--- config.mk ---
export PLATFORM = sky130hd
export DESIGN_NAME = enhanced_pwm_output_control
export DESIGN_NICKNAME = d
export VERILOG_FILES = /design/src/rtl/pwm_pkg.sv /design/src/rtl/period_timebase.sv /design/src/rtl/enhanced_pwm_output_control.sv
export SDC_FILE = /design/constraint.sdc
export NUM_CORES = 1
export LEC_CHECK = 0
export ABC_AREA = 0
export BUFFER_PORTS_ARGS = -buffer_cell sky130_fd_sc_hd__buf_2
export CAP_MARGIN = 10
export CORE_MARGIN = 4
export CORE_UTILIZATION = 57
export CTS_CLUSTER_DIAMETER = 100
export CTS_CLUSTER_SIZE = 24
export DETAILED_ROUTE_END_ITERATION = 7
export PLACE_DENSITY = 0.9
export SLEW_MARGIN = 5
export SYNTH_ARGS = -nofsm -noshare
export SYNTH_HDL_FRONTEND = slang
export SYNTH_HIERARCHICAL = 1
export SYNTH_SLANG_ARGS = --single-unit
--- constraint.sdc ---
create_clock -name clock_i -period 3.1 [get_ports clock_i]
set_input_delay 0.62 -clock clock_i [delete_from_list [all_inputs] [get_ports clock_i]]
set_output_delay 0.62 -clock clock_i [all_outputs]
set_load 0.02 [all_outputs]
--- src/rtl/pwm_pkg.sv ---
// Shared constants and types for the enhanced PWM output unit
package pwm_pkg;

  ////////////////////////////////////////////////////////////////////////////
  // Register byte offsets
  localparam logic [5:0] CTRL_OFS = 6'h00;
  localparam logic [5:0] DUTY_OFS = 6'h04;
  localparam logic [5:0] PERIOD_OFS = 6'h08;
  localparam logic [5:0] COUNT_OFS = 6'h0C;
  localparam logic [5:0] TIMER_OFS = 6'h10;
  localparam logic [5:0] DIR_OFS = 6'h14;
  localparam logic [5:0] DEADBAND_OFS = 6'h18;
  localparam logic [5:0] IRQ_STAT_OFS = 6'h1C;
  localparam logic [5:0] IRQ_MASK_OFS = 6'h20;
  localparam logic [5:0] PIN_STAT_OFS = 6'h24;

  ////////////////////////////////////////////////////////////////////////////
  // Values after reset
  localparam logic [7:0] CTRL_RST = 8'h00;
  localparam logic [7:0] DUTY_RST = 8'h00;
  localparam logic [7:0] PERIOD_RST = 8'hFF;
  localparam logic [6:0] TIMER_RST = 7'h00;
  localparam logic [3:0] DIR_RST = 4'hF;
  localparam logic [6:0] DEADBAND_RST = 7'h00;
  localparam logic [1:0] IRQ_RST = 2'h0;

  ////////////////////////////////////////////////////////////////////////////
  // Control register fields
  localparam int CFG_LSB = 6;
  localparam int DLOW_LSB = 4;
  localparam int MODE_LSB = 0;
  localparam logic [1:0] MODE_PWM_TOP = 2'h3;
  localparam logic [1:0] CFG_SINGLE = 2'h0;
  localparam logic [1:0] CFG_FULL_FWD = 2'h1;
  localparam logic [1:0] CFG_HALF = 2'h2;
  localparam logic [1:0] CFG_FULL_REV = 2'h3;

  // Timer control fields
  localparam int TMR_PRE_LSB = 0;
  localparam int TMR_ON_BIT = 2;
  localparam int TMR_POST_LSB = 3;

  // Prescaler terminal counts, four clocks per timer step times ratio
  localparam logic [7:0] PRE_TERM_1 = 8'h03;
  localparam logic [7:0] PRE_TERM_4 = 8'h0F;
  localparam logic [7:0] PRE_TERM_16 = 8'h3F;
  localparam logic [7:0] PRE_TERM_64 = 8'hFF;

  // Interrupt status bits
  localparam int IRQ_TIMEBASE = 0;
  localparam int IRQ_START = 1;

  ////////////////////////////////////////////////////////////////////////////
  // Carriers
  typedef struct packed {
    logic [3:0] drive;
    logic [3:0] level;
  } pin_bus_t;

  typedef struct packed {
    logic [3:0] postscale;
    logic on;
    logic [1:0] prescale;
  } timer_cfg_t;

endpackage

--- src/rtl/period_timebase.sv ---
// Period timebase: prescaler, 8-bit counter, period match, postscaler
`timescale 1ns/100ps
module period_timebase
(
  // Clock and reset
  input logic clock_i,
  input logic resetn_i,
  // Configuration
  input pwm_pkg::timer_cfg_t cfg_i,
  input logic [7:0] period_i,
  // Software counter write
  input logic load_i,
  input logic [7:0] load_value_i,
  // Timebase state
  output logic [7:0] count_o,
  output logic [1:0] fine_o,
  output logic match_o,
  output logic post_o
);
  import pwm_pkg::*;

  logic [7:0] pre_reg;
  logic [7:0] count_reg;
  logic [3:0] post_reg;
  logic [7:0] pre_term;
  logic tick;

  always_comb
  begin
    unique case (cfg_i.prescale)
      2'h0: pre_term = PRE_TERM_1;
      2'h1: pre_term = PRE_TERM_4;
      2'h2: pre_term = PRE_TERM_16;
      2'h3: pre_term = PRE_TERM_64;
    endcase
  end

  // Fine phase bits give the two extra duty bits
  always_comb
  begin
    unique case (cfg_i.prescale)
      2'h0: fine_o = pre_reg[1:0];
      2'h1: fine_o = pre_reg[3:2];
      2'h2: fine_o = pre_reg[5:4];
      2'h3: fine_o = pre_reg[7:6];
    endcase
  end

  assign tick = cfg_i.on && (pre_reg == pre_term);
  assign match_o = tick && (count_reg == period_i);
  assign post_o = match_o && (post_reg == cfg_i.postscale);
  assign count_o = count_reg;

  always_ff @(posedge clock_i or negedge resetn_i)
  begin
    if (!resetn_i)
      pre_reg <= 8'h00;
    else if (!cfg_i.on || load_i || tick)
      pre_reg <= 8'h00;
    else
      pre_reg <= pre_reg + 8'h01;
  end

  always_ff @(posedge clock_i or negedge resetn_i)
  begin
    if (!resetn_i)
      count_reg <= 8'h00;
    else if (load_i)
      count_reg <= load_value_i;
    else if (match_o)
      count_reg <= 8'h00;
    else if (tick)
      count_reg <= count_reg + 8'h01;
  end

  always_ff @(posedge clock_i or negedge resetn_i)
  begin
    if (!resetn_i)
      post_reg <= 4'h0;
    else if (post_o)
      post_reg <= 4'h0;
    else if (match_o)
      post_reg <= post_reg + 4'h1;
  end

endmodule // period_timebase

--- src/rtl/enhanced_pwm_output_control.sv ---
// Enhanced PWM unit with Wishbone registers and four steered outputs
//
// Summary of operation
// A PWM waveform with up to 10-bit duty resolution drives up to four pins.
// Period, duty and resolution come from period, timer, duty and control registers.
// In PWM mode the config field picks single, full forward, half or full reverse.
// Full forward holds A active, modulates D, holds B and C inactive.
// Full reverse holds C active, modulates B, holds A and D inactive.
// Mode bit 1 makes A and C active-low, mode bit 0 makes B and D active-low.
// After enabling, output waits for the next period start so no short pulse appears.
// A control register of all zeros releases the pins to ordinary port control.
// A pin is driven only while its direction bit selects output.
// Pins unused by the selected mode are never driven by this unit.
// The 8-bit period counter and period register are both readable and writable.
// The counter input passes a prescaler of 1:1, 1:4, 1:16 or 1:64.
// Period matches pass a postscaler of 1:1 to 1:16 before the timebase flag.
// A timebase event occurs when the counter equals the period register.
// Duty is the duty high byte above the two duty low bits.
// A match clears the counter and starts a period active; it ends at the duty count.
// Half-bridge drives A and B complementary with a programmable dead band.
//
// Local design decisions: register access over Wishbone and the address map.
`timescale 1ns/100ps
module enhanced_pwm_output_control
(
  // Clock and reset
  input logic clock_i,
  input logic resetn_i,
  // Wishbone slave
  input logic wb_cyc_i,
  input logic wb_stb_i,
  input logic wb_we_i,
  input logic [5:0] wb_adr_i,
  input logic [3:0] wb_sel_i,
  input logic [31:0] wb_dat_i,
  output logic [31:0] wb_dat_o,
  output logic wb_ack_o,
  // Output pins
  output pwm_pkg::pin_bus_t pins_o,
  // Interrupt
  output logic irq_o
);
  import pwm_pkg::*;

  typedef enum logic [1:0] {CH_IDLE, CH_WAIT, CH_RUN} chan_state_t;

  ////////////////////////////////////////////////////////////////////////////
  // Registers
  logic [7:0] ctrl_reg;
  logic [7:0] duty_high_reg;
  logic [7:0] period_reg;
  timer_cfg_t timer_reg;
  logic [3:0] dir_reg;
  logic [6:0] deadband_reg;
  logic [1:0] irq_stat_reg;
  logic [1:0] irq_mask_reg;
  logic ack_reg;
  logic [31:0] rdata_reg;

  // Timebase
  logic [7:0] count;
  logic [1:0] fine;
  logic match;
  logic post;

  // Waveform
  chan_state_t state_reg;
  chan_state_t state_next;
  logic [9:0] duty_act_reg;
  logic raw_reg;
  logic raw_next;
  logic [6:0] dead_reg;
  pin_bus_t pins_reg;
  logic [3:0] act;
  logic [3:0] used;
  logic [3:0] pol;
  logic [3:0] drive;

  // Decoded fields
  logic [1:0] out_cfg;
  logic [3:0] mode;
  logic pwm_mode;
  logic owned;
  logic [9:0] duty_value;
  logic [9:0] phase;
  logic dead_gate;

  // Bus strobes
  logic req;
  logic wr;
  logic [1:0] irq_set;

  ////////////////////////////////////////////////////////////////////////////
  // Field decode
  assign out_cfg = ctrl_reg[CFG_LSB +: 2];
  assign mode = ctrl_reg[MODE_LSB +: 4];
  assign pwm_mode = (mode[3:2] == MODE_PWM_TOP);
  assign owned = (ctrl_reg != CTRL_RST);
  assign duty_value = {duty_high_reg, ctrl_reg[DLOW_LSB +: 2]};
  assign phase = {count, fine};

  ////////////////////////////////////////////////////////////////////////////
  // Wishbone slave: one wait state, write lands on the acknowledged edge
  assign req = wb_cyc_i && wb_stb_i;
  assign wr = req && wb_we_i && ack_reg && wb_sel_i[0];
  assign wb_ack_o = ack_reg;
  assign wb_dat_o = rdata_reg;

  always_ff @(posedge clock_i or negedge resetn_i)
  begin
    if (!resetn_i)
      ack_reg <= 1'b0;
    else
      ack_reg <= req && !ack_reg;
  end

  always_ff @(posedge clock_i or negedge resetn_i)
  begin
    if (!resetn_i)
      rdata_reg <= 32'h0000_0000;
    else if (req && !ack_reg)
    begin
      unique case (wb_adr_i)
        CTRL_OFS: rdata_reg <= {24'h00_0000, ctrl_reg};
        DUTY_OFS: rdata_reg <= {24'h00_0000, duty_high_reg};
        PERIOD_OFS: rdata_reg <= {24'h00_0000, period_reg};
        COUNT_OFS: rdata_reg <= {24'h00_0000, count};
        TIMER_OFS: rdata_reg <= {25'h000_0000, timer_reg};
        DIR_OFS: rdata_reg <= {28'h000_0000, dir_reg};
        DEADBAND_OFS: rdata_reg <= {25'h000_0000, deadband_reg};
        IRQ_STAT_OFS: rdata_reg <= {30'h0000_0000, irq_stat_reg};
        IRQ_MASK_OFS: rdata_reg <= {30'h0000_0000, irq_mask_reg};
        PIN_STAT_OFS: rdata_reg <= {24'h00_0000, pins_reg};
        default: rdata_reg <= 32'h0000_0000;
      endcase
    end
  end

  ////////////////////////////////////////////////////////////////////////////
  // Software registers
  always_ff @(posedge clock_i or negedge resetn_i)
  begin
    if (!resetn_i)
      ctrl_reg <= CTRL_RST;
    else if (wr && wb_adr_i == CTRL_OFS)
      ctrl_reg <= wb_dat_i[7:0];
  end

  always_ff @(posedge clock_i or negedge resetn_i)
  begin
    if (!resetn_i)
      duty_high_reg <= DUTY_RST;
    else if (wr && wb_adr_i == DUTY_OFS)
      duty_high_reg <= wb_dat_i[7:0];
  end

  always_ff @(posedge clock_i or negedge resetn_i)
  begin
    if (!resetn_i)
      period_reg <= PERIOD_RST;
    else if (wr && wb_adr_i == PERIOD_OFS)
      period_reg <= wb_dat_i[7:0];
  end

  always_ff @(posedge clock_i or negedge resetn_i)
  begin
    if (!resetn_i)
      timer_reg <= timer_cfg_t'(TIMER_RST);
    else if (wr && wb_adr_i == TIMER_OFS)
      timer_reg <= timer_cfg_t'(wb_dat_i[6:0]);
  end

  always_ff @(posedge clock_i or negedge resetn_i)
  begin
    if (!resetn_i)
      dir_reg <= DIR_RST;
    else if (wr && wb_adr_i == DIR_OFS)
      dir_reg <= wb_dat_i[3:0];
  end

  always_ff @(posedge clock_i or negedge resetn_i)
  begin
    if (!resetn_i)
      deadband_reg <= DEADBAND_RST;
    else if (wr && wb_adr_i == DEADBAND_OFS)
      deadband_reg <= wb_dat_i[6:0];
  end

  always_ff @(posedge clock_i or negedge resetn_i)
  begin
    if (!resetn_i)
      irq_mask_reg <= IRQ_RST;
    else if (wr && wb_adr_i == IRQ_MASK_OFS)
      irq_mask_reg <= wb_dat_i[1:0];
  end

  ////////////////////////////////////////////////////////////////////////////
  // Interrupts: sticky, write one to clear, a new event wins over the clear
  always_comb
  begin
    irq_set = 2'h0;
    irq_set[IRQ_TIMEBASE] = post;
    irq_set[IRQ_START] = (state_reg == CH_WAIT) && match;
  end

  always_ff @(posedge clock_i or negedge resetn_i)
  begin
    if (!resetn_i)
      irq_stat_reg <= IRQ_RST;
    else if (wr && wb_adr_i == IRQ_STAT_OFS)
      irq_stat_reg <= (irq_stat_reg & ~wb_dat_i[1:0]) | irq_set;
    else
      irq_stat_reg <= irq_stat_reg | irq_set;
  end

  assign irq_o = |(irq_stat_reg & irq_mask_reg);

  ////////////////////////////////////////////////////////////////////////////
  // Period timebase
  period_timebase u_timebase
  (
    .clock_i(clock_i),
    .resetn_i(resetn_i),
    .cfg_i(timer_reg),
    .period_i(period_reg),
    .load_i(wr && wb_adr_i == COUNT_OFS),
    .load_value_i(wb_dat_i[7:0]),
    .count_o(count),
    .fine_o(fine),
    .match_o(match),
    .post_o(post)
  );

  ////////////////////////////////////////////////////////////////////////////
  // Channel sequencing: hold output off until a period boundary
  always_comb
  begin
    state_next = state_reg;
    unique case (state_reg)
      CH_IDLE:
      begin
        if (pwm_mode)
          state_next = CH_WAIT;
      end
      CH_WAIT:
      begin
        if (!pwm_mode)
          state_next = CH_IDLE;
        else if (match)
          state_next = CH_RUN;
      end
      CH_RUN:
      begin
        if (!pwm_mode)
          state_next = CH_IDLE;
      end
    endcase
  end

  always_ff @(posedge clock_i or negedge resetn_i)
  begin
    if (!resetn_i)
      state_reg <= CH_IDLE;
    else
      state_reg <= state_next;
  end

  // Duty is taken at each period start so a period is never split
  always_ff @(posedge clock_i or negedge resetn_i)
  begin
    if (!resetn_i)
      duty_act_reg <= 10'h000;
    else if (match)
      duty_act_reg <= duty_value;
  end

  ////////////////////////////////////////////////////////////////////////////
  // Modulated waveform
  // Active from period start until the phase reaches the duty
  always_comb
  begin
    raw_next = 1'b0;
    if (state_reg == CH_RUN)
      raw_next = (phase < duty_act_reg);
  end

  always_ff @(posedge clock_i or negedge resetn_i)
  begin
    if (!resetn_i)
      raw_reg <= 1'b0;
    else
      raw_reg <= raw_next;
  end

  // Dead band restarts on every edge of the modulated signal
  always_ff @(posedge clock_i or negedge resetn_i)
  begin
    if (!resetn_i)
      dead_reg <= 7'h00;
    else if (raw_next != raw_reg)
      dead_reg <= deadband_reg;
    else if (dead_reg != 7'h00)
      dead_reg <= dead_reg - 7'h01;
  end

  assign dead_gate = (dead_reg == 7'h00) && (state_reg == CH_RUN);

  ////////////////////////////////////////////////////////////////////////////
  // Output steering, index 0 to 3 is pin A to D
  always_comb
  begin
    act = 4'h0;
    used = 4'h0;
    unique case (out_cfg)
      CFG_SINGLE:
      begin
        used = 4'b0001;
        act[0] = raw_reg;
      end
      CFG_FULL_FWD:
      begin
        used = 4'b1111;
        act[0] = (state_reg == CH_RUN);
        act[3] = raw_reg;
      end
      CFG_HALF:
      begin
        used = 4'b0011;
        act[0] = raw_reg && dead_gate;
        act[1] = !raw_reg && dead_gate;
      end
      CFG_FULL_REV:
      begin
        used = 4'b1111;
        act[2] = (state_reg == CH_RUN);
        act[1] = raw_reg;
      end
    endcase
  end

  // Polarity: A and C follow mode bit 1, B and D follow mode bit 0
  assign pol = {mode[0], mode[1], mode[0], mode[1]};

  // Drive only owned, used pins set as outputs
  assign drive = used & ~dir_reg & {4{pwm_mode && owned}};

  always_ff @(posedge clock_i or negedge resetn_i)
  begin
    if (!resetn_i)
      pins_reg <= '0;
    else
    begin
      pins_reg.drive <= drive;
      pins_reg.level <= (act ^ pol) & drive;
    end
  end

  assign pins_o = pins_reg;

endmodule // enhanced_pwm_output_control

## Word level (Yosys, flattened, before mapping)

Cells that the tools add are included.

- Output and inout bits: 42
- Logic and storage cells: 124
- Register bits after elaboration: 127
- Input port bits: 47

- Bitwise gates (word level): 10
- Muxes and demuxes: 23
- Reductions and logical operators: 40
- Equal/unequal tests: 25
- Magnitude comparators: 1
- $add $sub $neg: 4

Operator list:

| cell | count |
|---|---|
| $pmux 8 s10 | 1 |
| $mux 8 | 4 |
| $pmux 8 s4 | 1 |
| $eq 6x5->1 const B | 4 |
| $logic_and 1x1->1 | 22 |
| $add 8x1->8 const B | 2 |
| $eq 8x8->1 | 2 |
| $mux 7 | 2 |
| $and 4x4->4 | 3 |
| $eq 2x2->1 const B | 6 |
| $eq 6x4->1 const B | 2 |
| $eq 6x6->1 const B | 2 |
| $pmux 4 s3 | 1 |
| $lt 10x10->1 | 1 |
| $mux 2 | 5 |
| $mux 4 | 2 |
| $pmux 2 s4 | 1 |
| $reduce_bool 8->1 | 1 |
| $logic_not 7->1 | 1 |
| $reduce_bool 7->1 | 1 |
| $sub 7x1->7 const B | 1 |
| $eq 2x1->1 const B | 3 |
| $eq 6x3->1 const B | 1 |
| $logic_not 2->1 | 3 |
| other kinds (21) | 31 |

## Longest topological paths before layout

Gate-level depths: netlist of the first run.

- Depth after elaboration: 8
- Depth in mapped cells: 11
- Gate-level depth less buffers: 10

## Hierarchy

Netlist of the first run, hierarchy kept.

Modules (own cells, without submodules):

| module | seq. area each (µm²) | area an instance (µm²) | instances | cells an instance |
|---|---|---|---|---|
| enhanced_pwm_output_control | 2092.0 | 4266.6 | 1 | 368 |
| period_timebase | 500.5 | 1383.8 | 1 | 149 |

## Least setup slack after synthesis of the first run

No wires, ideal clock.

- Path type: input-to-reg
- From: input port wb_adr_i[1]
- To: register u_timebase.pre_reg[2]
- Library setup time: 128 ps
- Required time: 2972 ps
- Slack: 500 ps
- Data arrival time: 2472 ps
- Stages: 7
- Cells stage by stage: or4bb_1 -> nor3_2 -> and2_1 -> clkbuf_1 -> clkinv_1 -> nand3_1 -> nor2_1

- Cells in the longest elaborated chain, start to end: 5

Ends and longest elaborated chain:

| item | RTL line | source |
|---|---|---|
| start, declared | enhanced_pwm_output_control.sv:33 | `input logic [5:0] wb_adr_i,` |
| $eq 6x4->1 | enhanced_pwm_output_control.sv:226 | `.load_i(wr && wb_adr_i == COUNT_OFS),` |
| $logic_and 1x1->1 | enhanced_pwm_output_control.sv:226 |  |
| $logic_or 1x1->1 (2 in a row) | period_timebase.sv:58 | `else if (!cfg_i.on \|\| load_i \|\| tick)` |
| $mux 8 | period_timebase.sv:58 |  |
| end signal, assigned | period_timebase.sv:61 | `pre_reg <= pre_reg + 8'h01;` |
| end, declared | period_timebase.sv:22 | `logic [7:0] pre_reg;` |

Every way passes these cells.
A chain may end at the register's enable or synchronous reset.

## Final worst setup path of the first run

- From: register timer_reg[0] (netlist bit)
- To: register dead_reg[4]

- Cells in the longest elaborated chain, start to end: 6

Ends and longest elaborated chain:

| item | RTL line | source |
|---|---|---|
| start, declared | enhanced_pwm_output_control.sv:52 | `timer_cfg_t timer_reg;` |
| start signal, assigned | enhanced_pwm_output_control.sv:168 | `timer_reg <= timer_cfg_t'(TIMER_RST);` |
| start signal, assigned | enhanced_pwm_output_control.sv:170 | `timer_reg <= timer_cfg_t'(wb_dat_i[6:0]);` |
| $eq 2x2->1 (tied with other cells) | period_timebase.sv:41 | `unique case (cfg_i.prescale)` |
| $pmux 2 s4 * | period_timebase.sv:41 |  |
| net fine[1] | enhanced_pwm_output_control.sv:62 | `logic [1:0] fine;` |
| $lt 10x10->1 * | enhanced_pwm_output_control.sv:284 | `raw_next = (phase < duty_act_reg);` |
| $mux 1 * | enhanced_pwm_output_control.sv:283 | `if (state_reg == CH_RUN)` |
| net raw_next | enhanced_pwm_output_control.sv:71 | `logic raw_next;` |
| $ne 1x1->1 * | enhanced_pwm_output_control.sv:300 | `else if (raw_next != raw_reg)` |
| $mux 7 / $reduce_bool 2->1 (equally long branches) | - |  |
| end signal, assigned | enhanced_pwm_output_control.sv:301 | `dead_reg <= deadband_reg;` |
| end signal, assigned | enhanced_pwm_output_control.sv:303 | `dead_reg <= dead_reg - 7'h01;` |
| end, declared | enhanced_pwm_output_control.sv:72 | `logic [6:0] dead_reg;` |

The timed path passes the listed nets; every way through them passes the cells marked *.

==> key figures, run 1 <==
Place
  – IO Port Bufs: 37
  – HPWL after DPL: 10500 µm
  – RD Place Congestion: slightly above 0.9

Yosys
  – Xor-xnor portion of the synthesized cell area: 0.0447
  – Compound-Gate Fraction of Synth Area: 0.113
  – Cell variety after synth: 64
  – Post-Syn Area: 0.00565 mm²
  – Area leader, netlist: dfrtp_1
  – Simple-gate area share of the yosys netlist: 0.164
  – #FFs+latches synth: 103
  – Area fraction of the dominant cell type after synthesis: 0.403
  – Cells after synthesis: 517
  – Fraction of registers with async set/reset: 1.00
  – Main combinational cell family by area after synthesis: simple AND/OR/NAND/NOR gates
  – Syn_area_per_cell: 10.9 µm²
  – Register area share after synthesis: 0.459
  – Post-synthesis adder-cell area fraction: 0.0376
  – Ys Warns: 6
  – Post-synth EDFFs: 0
  – Mux cell area share after synthesis: 0.125
  – Synth Flop Type: dfrtp_1
  – Area contributors post-synth: dfrtp_1 40%, mux2_1 7.0%, dfstp_2 5.6%

Cells and area
  – Ant diodes: 0
  – Nets: ~620
  – Fillcell total: 745
  – Most common cell after layout, fill and taps aside: dfrtp_1
  – Area grow syn2layout: 7.91%
  – Largest register FFs: 10
  – Most frequent cells in the layout: 91 x dfrtp_1, 36 x buf_2, 35 x nor2_1, 35 x mux2_1, 31 x nand3_1
  – Share of cells above drive strength 1: 0.202

STA
  – Slew @ Worst Pin: 0.931 ns
  – Max-slew headroom: 0.374
  – Unrepaired setup endpoints after global routing: false
  – Clock Skews: approximately 0.011 ns
  – Fin crit share: 0.935
  – Setup tns final: 0 ns
  – Final hold vios: 0
  – Highest Clock Rate: 0.345 GHz
  – Final setup violating endpoints: 0
  – Final hold slack: around 0.28 ns
  – Slew Limit Fails: 0
  – Tmin final: 2.90 ns

Global route
  – Total congestion overflow: 0
  – Largest net degree at the start of global routing: 53
  – GRT met1 Usage: 0.329
  – Grt met3 use: 0.0474
  – Initial antenna violation count: 0
  – Global-route wire length before repair: approximately 22000 µm
  – GRT Util Overall: 0.252
  – Vias in the first global route: 4243
  – GR peak layer: met2
  – Grt met2 use: 0.418

Floorplan
  – Die area: 0.0116 mm²
  – Starting Density: 0.581
  – Num rows: 36
  – IO Count: 89
  – Die Y: between 100 and 150 µm
  – Width of the die: 108 µm
  – Core Area: just under 0.01 mm²

Setup path
  – CP arrival: about 3.2 ns
  – Setup CP Type: reg2reg
  – CP Capture Type: flip-flop
  – Reg2reg setup slack: 0.20 ns
  – Reg2reg path depth: 7
  – R2r endpoint: dead_reg[4]
  – CP Launch Type: flip-flop
  – Crit Reg-Reg Startpoint: timer_reg[0]
  – Required time worst endpoint: 3.35 ns
  – Maximum fanout along the worst path: 7

Drt
  – Post-DRT Antenna Nets: 0
  – Final wirelength: about 14000 µm
  – DR pass1 iterations: 5
  – DR vias/cell: 6.33
  – Drt initial violations: 459
  – DR vias: ~4400
  – # DRC: 0
  – WL/cell: 20.3 µm

Clocking
  – Worst-Skew Late Latency: 0.37 ns
  – Clock Tree Root: clkbuf_8
  – CTS sink cnt: 103
  – Clock-pin slew on the worst setup and hold paths: 0.10 ns
  – H-tree depth: 3
  – Resized Gates After CTS: 0
  – CTS max path bufs: 2
  – CTS tree: yes
  – Hold Buf Count CTS: 0
  – CTS Buf Count: 9
  – Post-CTS setup buffers: 0

Power and ir drop
  – Cell Pwr Density: 380 mW/mm²
  – Combinational share of power: 0.079
  – VDD IR-drop max: 0.000250 V
  – Sequential power share: 0.591
  – Lkg Pwr: between 0.002 and 0.003 µW
  – Sw Pwr: 616 µW
  – Clock share of power: 0.330
  – Sw Ratio: 0.265
  – Cell-internal power: 1700 µW

Run status
  – Status: finished clean

Hold path
  – Worst hold path type: in2async

Flow run
  – Max-cap violation count: 0
## worst max-delay path by stage
stage	slack, ns	end	depth (start not counted)	startpoint
finish	0.20	dead_reg[4]	7	timer_reg[0]
global route	0.08	dead_reg[4]	7	timer_reg[0]
CTS	0.24	dead_reg[4]	7	timer_reg[0]
detailed placement	0.26	dead_reg[2]	7	timer_reg[0]
global placement	0.29	dead_reg[2]	7	timer_reg[0]
floorplan	0.50	u_timebase/pre_reg[2]	7	wb_adr_i[1]
## metal layers
layer / vias to the layer above / routed length [µm]
li1: 1924 / -
met1: 2203 / 5360
met2: 242 / 7070
met3: 46 / 1220
met4: 0 / 524
met5: - / 0
## worst max-delay path, stage by stage, from the launching register on
cell	delay, ns
dfrtp_1	0.53
mux4_1	0.61
ha_1	0.31
a211oi_1	0.37
nor3_1	0.10
nor3_2	0.27
xnor2_2	0.23
mux2_2	0.38
## kinds of logic after synthesis
family                     Yosys count
muxes                               59
xor gates and xnor gates            28
AOI/OAI and AO/OA                   88
DFF                                103
buffers and inverters               57
adders and majority gates           17
and+or+nand+nor                    164
other                                1
## power groups by stage
stage	clock network, µW	logic [µW]	registers (µW)
floorplan	0	119	1400
global placement	0	171	1400
detailed placement	0	181	1400
CTS	777	181	1370
global route	839	200	1370
finish	765	182	1370
## cell type report
type,instances,area [µm²],share of cell area
clock buffer,10,128,0.0209
clock inverter,6,46.3,0.00759
inverter,19,71.3,0.0117
multi-input combinational,380,2830,0.463
sequential,103,2590,0.425
tap,133,166,0.0273
timing repair buffer,46,268,0.0439
## per-stage QoR
stage	instances	utilization	instance area [µm²]	power (µW)	setup slack (ns)
2_1_floorplan	540	-	5740	1520	0.500
3_3_place_gp	681	0.609	5920	1570	0.286
3_5_place_dp	681	0.609	5920	1580	0.261
4_1_cts	697	0.627	6100	2330	0.241
5_1_grt	697	0.627	6100	2410	0.0821
6_report	697	0.627	6100	2320	0.201
## cell usage after synthesis (7+ instances only)
library cell / count
inv_1: 17
a22o_1: 12
buf_4: 24
nand4_1: 8
dfstp_2: 12
xnor2_1: 8
mux2_2: 14
nor3_1: 9
mux2_1: 35
nand3_1: 31
clkbuf_1: 7
a21oi_1: 7
ha_1: 17
nand2_1: 27
o21ai_0: 18
a22oi_1: 21
dfrtp_1: 91
xor2_1: 19
nor2_1: 35
(Power assumes the default switching activity.)
==> run 2, diff against run 1 <==
Settings changed: ABC_AREA 0 to 1, CORE_UTILIZATION 57 to 58, PLACE_DENSITY 0.9 to 0.91.
==> run 2 against run 1 <==
Global-route usage down 0.32 points. Setup slack better by 0.39 ns. Via count up 18%. Critical endpoint is now state_reg[0]. Largest power group unchanged. Highest routed layer unchanged.
==> key figures, run 2 <==
Clocking
  – Hold Buf Count CTS: 0 (unchanged)
  – CTS max path bufs: 2 (unchanged)
  – Clock-pin slew on the worst setup and hold paths: 0.11 ns (about the same)
  – CTS tree: yes
  – Resized Gates After CTS: 0 (unchanged)
  – Worst-Skew Late Latency: 0.37 ns (about the same)
  – CTS Buf Count: 9 (unchanged)
  – Clock Tree Root: clkbuf_8
  – Post-CTS setup buffers: 0 (unchanged)
  – CTS sink cnt: 103 (unchanged)
  – H-tree depth: 3 (unchanged)

Drt
  – # DRC: 0 (unchanged)
  – Post-DRT Antenna Nets: 0 (unchanged)
  – Final wirelength: 14300 µm (+1.1%)
  – DR vias/cell: 5.37 (-15%)
  – DR pass1 iterations: 5 (unchanged)
  – Drt initial violations: 423 (-7.8%)
  – DR vias: 5224 (+18%)
  – DR WL met3: 985 µm (-19%)
  – WL/cell: 14.7 µm (-28%)
  – Met2 Routed Length: 6750 µm (-4.5%)
  – WL met1: 6140 µm (+14%)
  – DR top layer: met4

STA
  – Tmin final: 2.51 ns (-0.390 ns)
  – Slew Limit Fails: 0 (unchanged)
  – Fin crit share: 0.809 (-0.126)
  – Highest Clock Rate: 0.399 GHz (+16%)
  – Max-slew headroom: 0.505 (+0.131)
  – Final hold vios: 0 (unchanged)
  – Slew @ Worst Pin: 0.742 ns (-0.189 ns)
  – Final hold slack: 0.302 ns (+0.0251 ns)
  – Final setup violating endpoints: 0 (unchanged)
  – Unrepaired setup endpoints after global routing: false
  – Setup tns final: 0 ns (unchanged)
  – Clock Skews: 0.0129 ns (+0.00232 ns)

Floorplan
  – Die Y: 110 µm (+2.5%)
  – Width of the die: 110 µm (+2.5%)
  – IO Count: 89 (unchanged)
  – Num rows: 37 (+2.8%)
  – Die area: 0.0122 mm² (+5.1%)
  – Starting Density: 0.590 (+0.00945)
  – Core Area: 0.0103 mm² (+5.6%)

Run status
  – Status: finished clean

Hold path
  – Worst hold path type: in2async

Power and ir drop
  – VDD IR-drop max: 0.000269 V (+7.5%)
  – Lkg Pwr: 0.00345 µW (+19%)
  – Cell Pwr Density: 421 mW/mm² (+11%)

Global route
  – GRT Util Overall: 0.249 (-0.00316)
  – Global-route wire length before repair: 23400 µm (+4.3%)
  – Vias in the first global route: 4807 (+13%)
  – Largest net degree at the start of global routing: 59 (+11%)
  – Total congestion overflow: 0 (unchanged)
  – Initial antenna violation count: 0 (unchanged)

Yosys
  – #FFs+latches synth: 103 (unchanged)
  – Area leader, netlist: dfrtp_1
  – Cell variety after synth: 38 (-41%)
  – Cells after synthesis: 797 (+54%)
  – Synth cell count leaders: 277 x nand2_1, 91 x dfrtp_1, 87 x inv_1, 55 x nor2_1, 41 x o21ai_0
  – Ys Warns: 6 (unchanged)
  – Post-Syn Area: 0.00607 mm² (+7.4%)
  – Area contributors post-synth: dfrtp_1 38%, nand2_1 17%, inv_1 5.4%
  – Fraction of registers with async set/reset: 1.00 (unchanged)
  – Synth Flop Type: dfrtp_1
  – Top-count cell post-synth: nand2_1
  – Area fraction of the dominant cell type after synthesis: 0.375 (-0.0276)
  – Post-synth EDFFs: 0 (unchanged)
  – Syn_area_per_cell: 7.61 µm² (-30%)
  – Register area share after synthesis: 0.427 (-0.0314)

Setup path
  – Reg2reg setup slack: 0.59 ns (+0.39 ns)
  – Crit Reg-Reg Startpoint: u_timebase/pre_reg[0]
  – Setup CP Type: reg2reg
  – CP Launch Type: flip-flop
  – CP arrival: 2.79 ns (-0.36 ns)
  – Reg2reg path depth: 11 (+4)
  – Maximum fanout along the worst path: 13 (+6)
  – Required time worst endpoint: 3.38 ns (+0.03 ns)
  – CP Capture Type: flip-flop
  – R2r endpoint: state_reg[0]

Cells and area
  – Finished Cell Area: 0.00646 mm² (+6.0%)
  – Most common cell after layout, fill and taps aside: nand2_1
  – Ant diodes: 0 (unchanged)
  – Area grow syn2layout: 6.50%
  – Fillcell total: 886 (+19%)
  – Most frequent cells in the layout: 277 x nand2_1, 91 x dfrtp_1, 87 x inv_1
  – Share of cells above drive strength 1: 0.131 (-0.0707)
  – Largest register FFs: 10 (unchanged)
  – Nets: 896 (+44%)
  – Non-filler cells, final: 973 (+40%)
  – Final Core Density: 0.629 (+0.00189)

Flow run
  – Max-cap violation count: 0 (unchanged)

Place
  – Placed Area: 0.00626 mm² (+5.6%)
  – # placed instances: 957 (+41%)
  – RD Place Congestion: 0.943 (+2.0%)
  – IO Port Bufs: 37 (unchanged)
  – HPWL after DPL: 10600 µm (+0.43%)
==> run 2: cell types whose count changed after synthesis, moves of 15 or more <==
cell and change:
nand2_1 +250, inv_1 +70, mux2_1 -35, o21ai_0 +23, nor2_1 +20, a22oi_1 -17, nand4_1 +16, o21ai_1 +15
==> run 2: cell families (layout without fill, tap and decap cells) <==
kind of cell               Yosys count  after routing  synth area share
adders and majority gates           17             17            0.0351
DFF                                103            103             0.427
muxes                                1              1           0.00186
and+or+nand+nor                    428            428             0.308
buffers and inverters              134            151             0.107
other                                1             24          0.000618
AOI/OAI and AO/OA                   84             84            0.0786
xor gates and xnor gates            29             29            0.0419
==> run 2: worst max-delay path by stage <==
stage,from,endpoint,slack [ns]
after floorplan,wb_adr_i[0],u_timebase/count_o[5],1.09
after global placement,wb_adr_i[0],u_timebase/count_o[5],0.61
after detailed placement,wb_adr_i[0],u_timebase/count_o[5],0.56
after CTS,u_timebase/pre_reg[0],state_reg[0],0.62
after global routing,u_timebase/pre_reg[0],state_reg[1],0.30
final,u_timebase/pre_reg[0],state_reg[0],0.59
==> run 2: cell type report <==
type,count,area [µm²],share of cell area
Clock inverter,7,80.1,0.0124
Multi-Input combinational cell,583,2910,0.451
Tap cell,136,170,0.0263
Inverter,95,358,0.0554
Sequential cell,103,2590,0.401
Timing Repair Buffer,40,223,0.0345
Clock buffer,9,124,0.0192
==> run 2: critical path, cell delays in order, from the launching register on <==
cell and delay (ns):
dfrtp_1 0.40, ha_1 0.23, nand2_1 0.06, inv_1 0.07, nand4_1 0.14, nor2_4 0.31, nand2_1 0.22, inv_1 0.21
nor2_1 0.09, a211oi_1 0.39, nand2_1 0.14, o21a_1 0.14
==> run 2: through the flow <==
step / setup slack, ns / total power, µW
final: 0.591 / 2720
after global routing: 0.299 / 2860
after CTS: 0.618 / 2740
after detailed placement: 0.557 / 1860
after global placement: 0.606 / 1840
after floorplan: 1.09 / 1770
==> run 2: layer usage <==
metal	up-vias	track usage
li1	2539	-
met1	2449	0.337
met2	196	0.394
met3	40	0.0559
met4	0	0.0906
met5	-	0
==> run 2: power by group <==
part / internal, µW / total [µW] / switching (µW)
registers: 1410 / 1450 / 44.5
clock network: 382 / 873 / 491
logic: 137 / 399 / 262
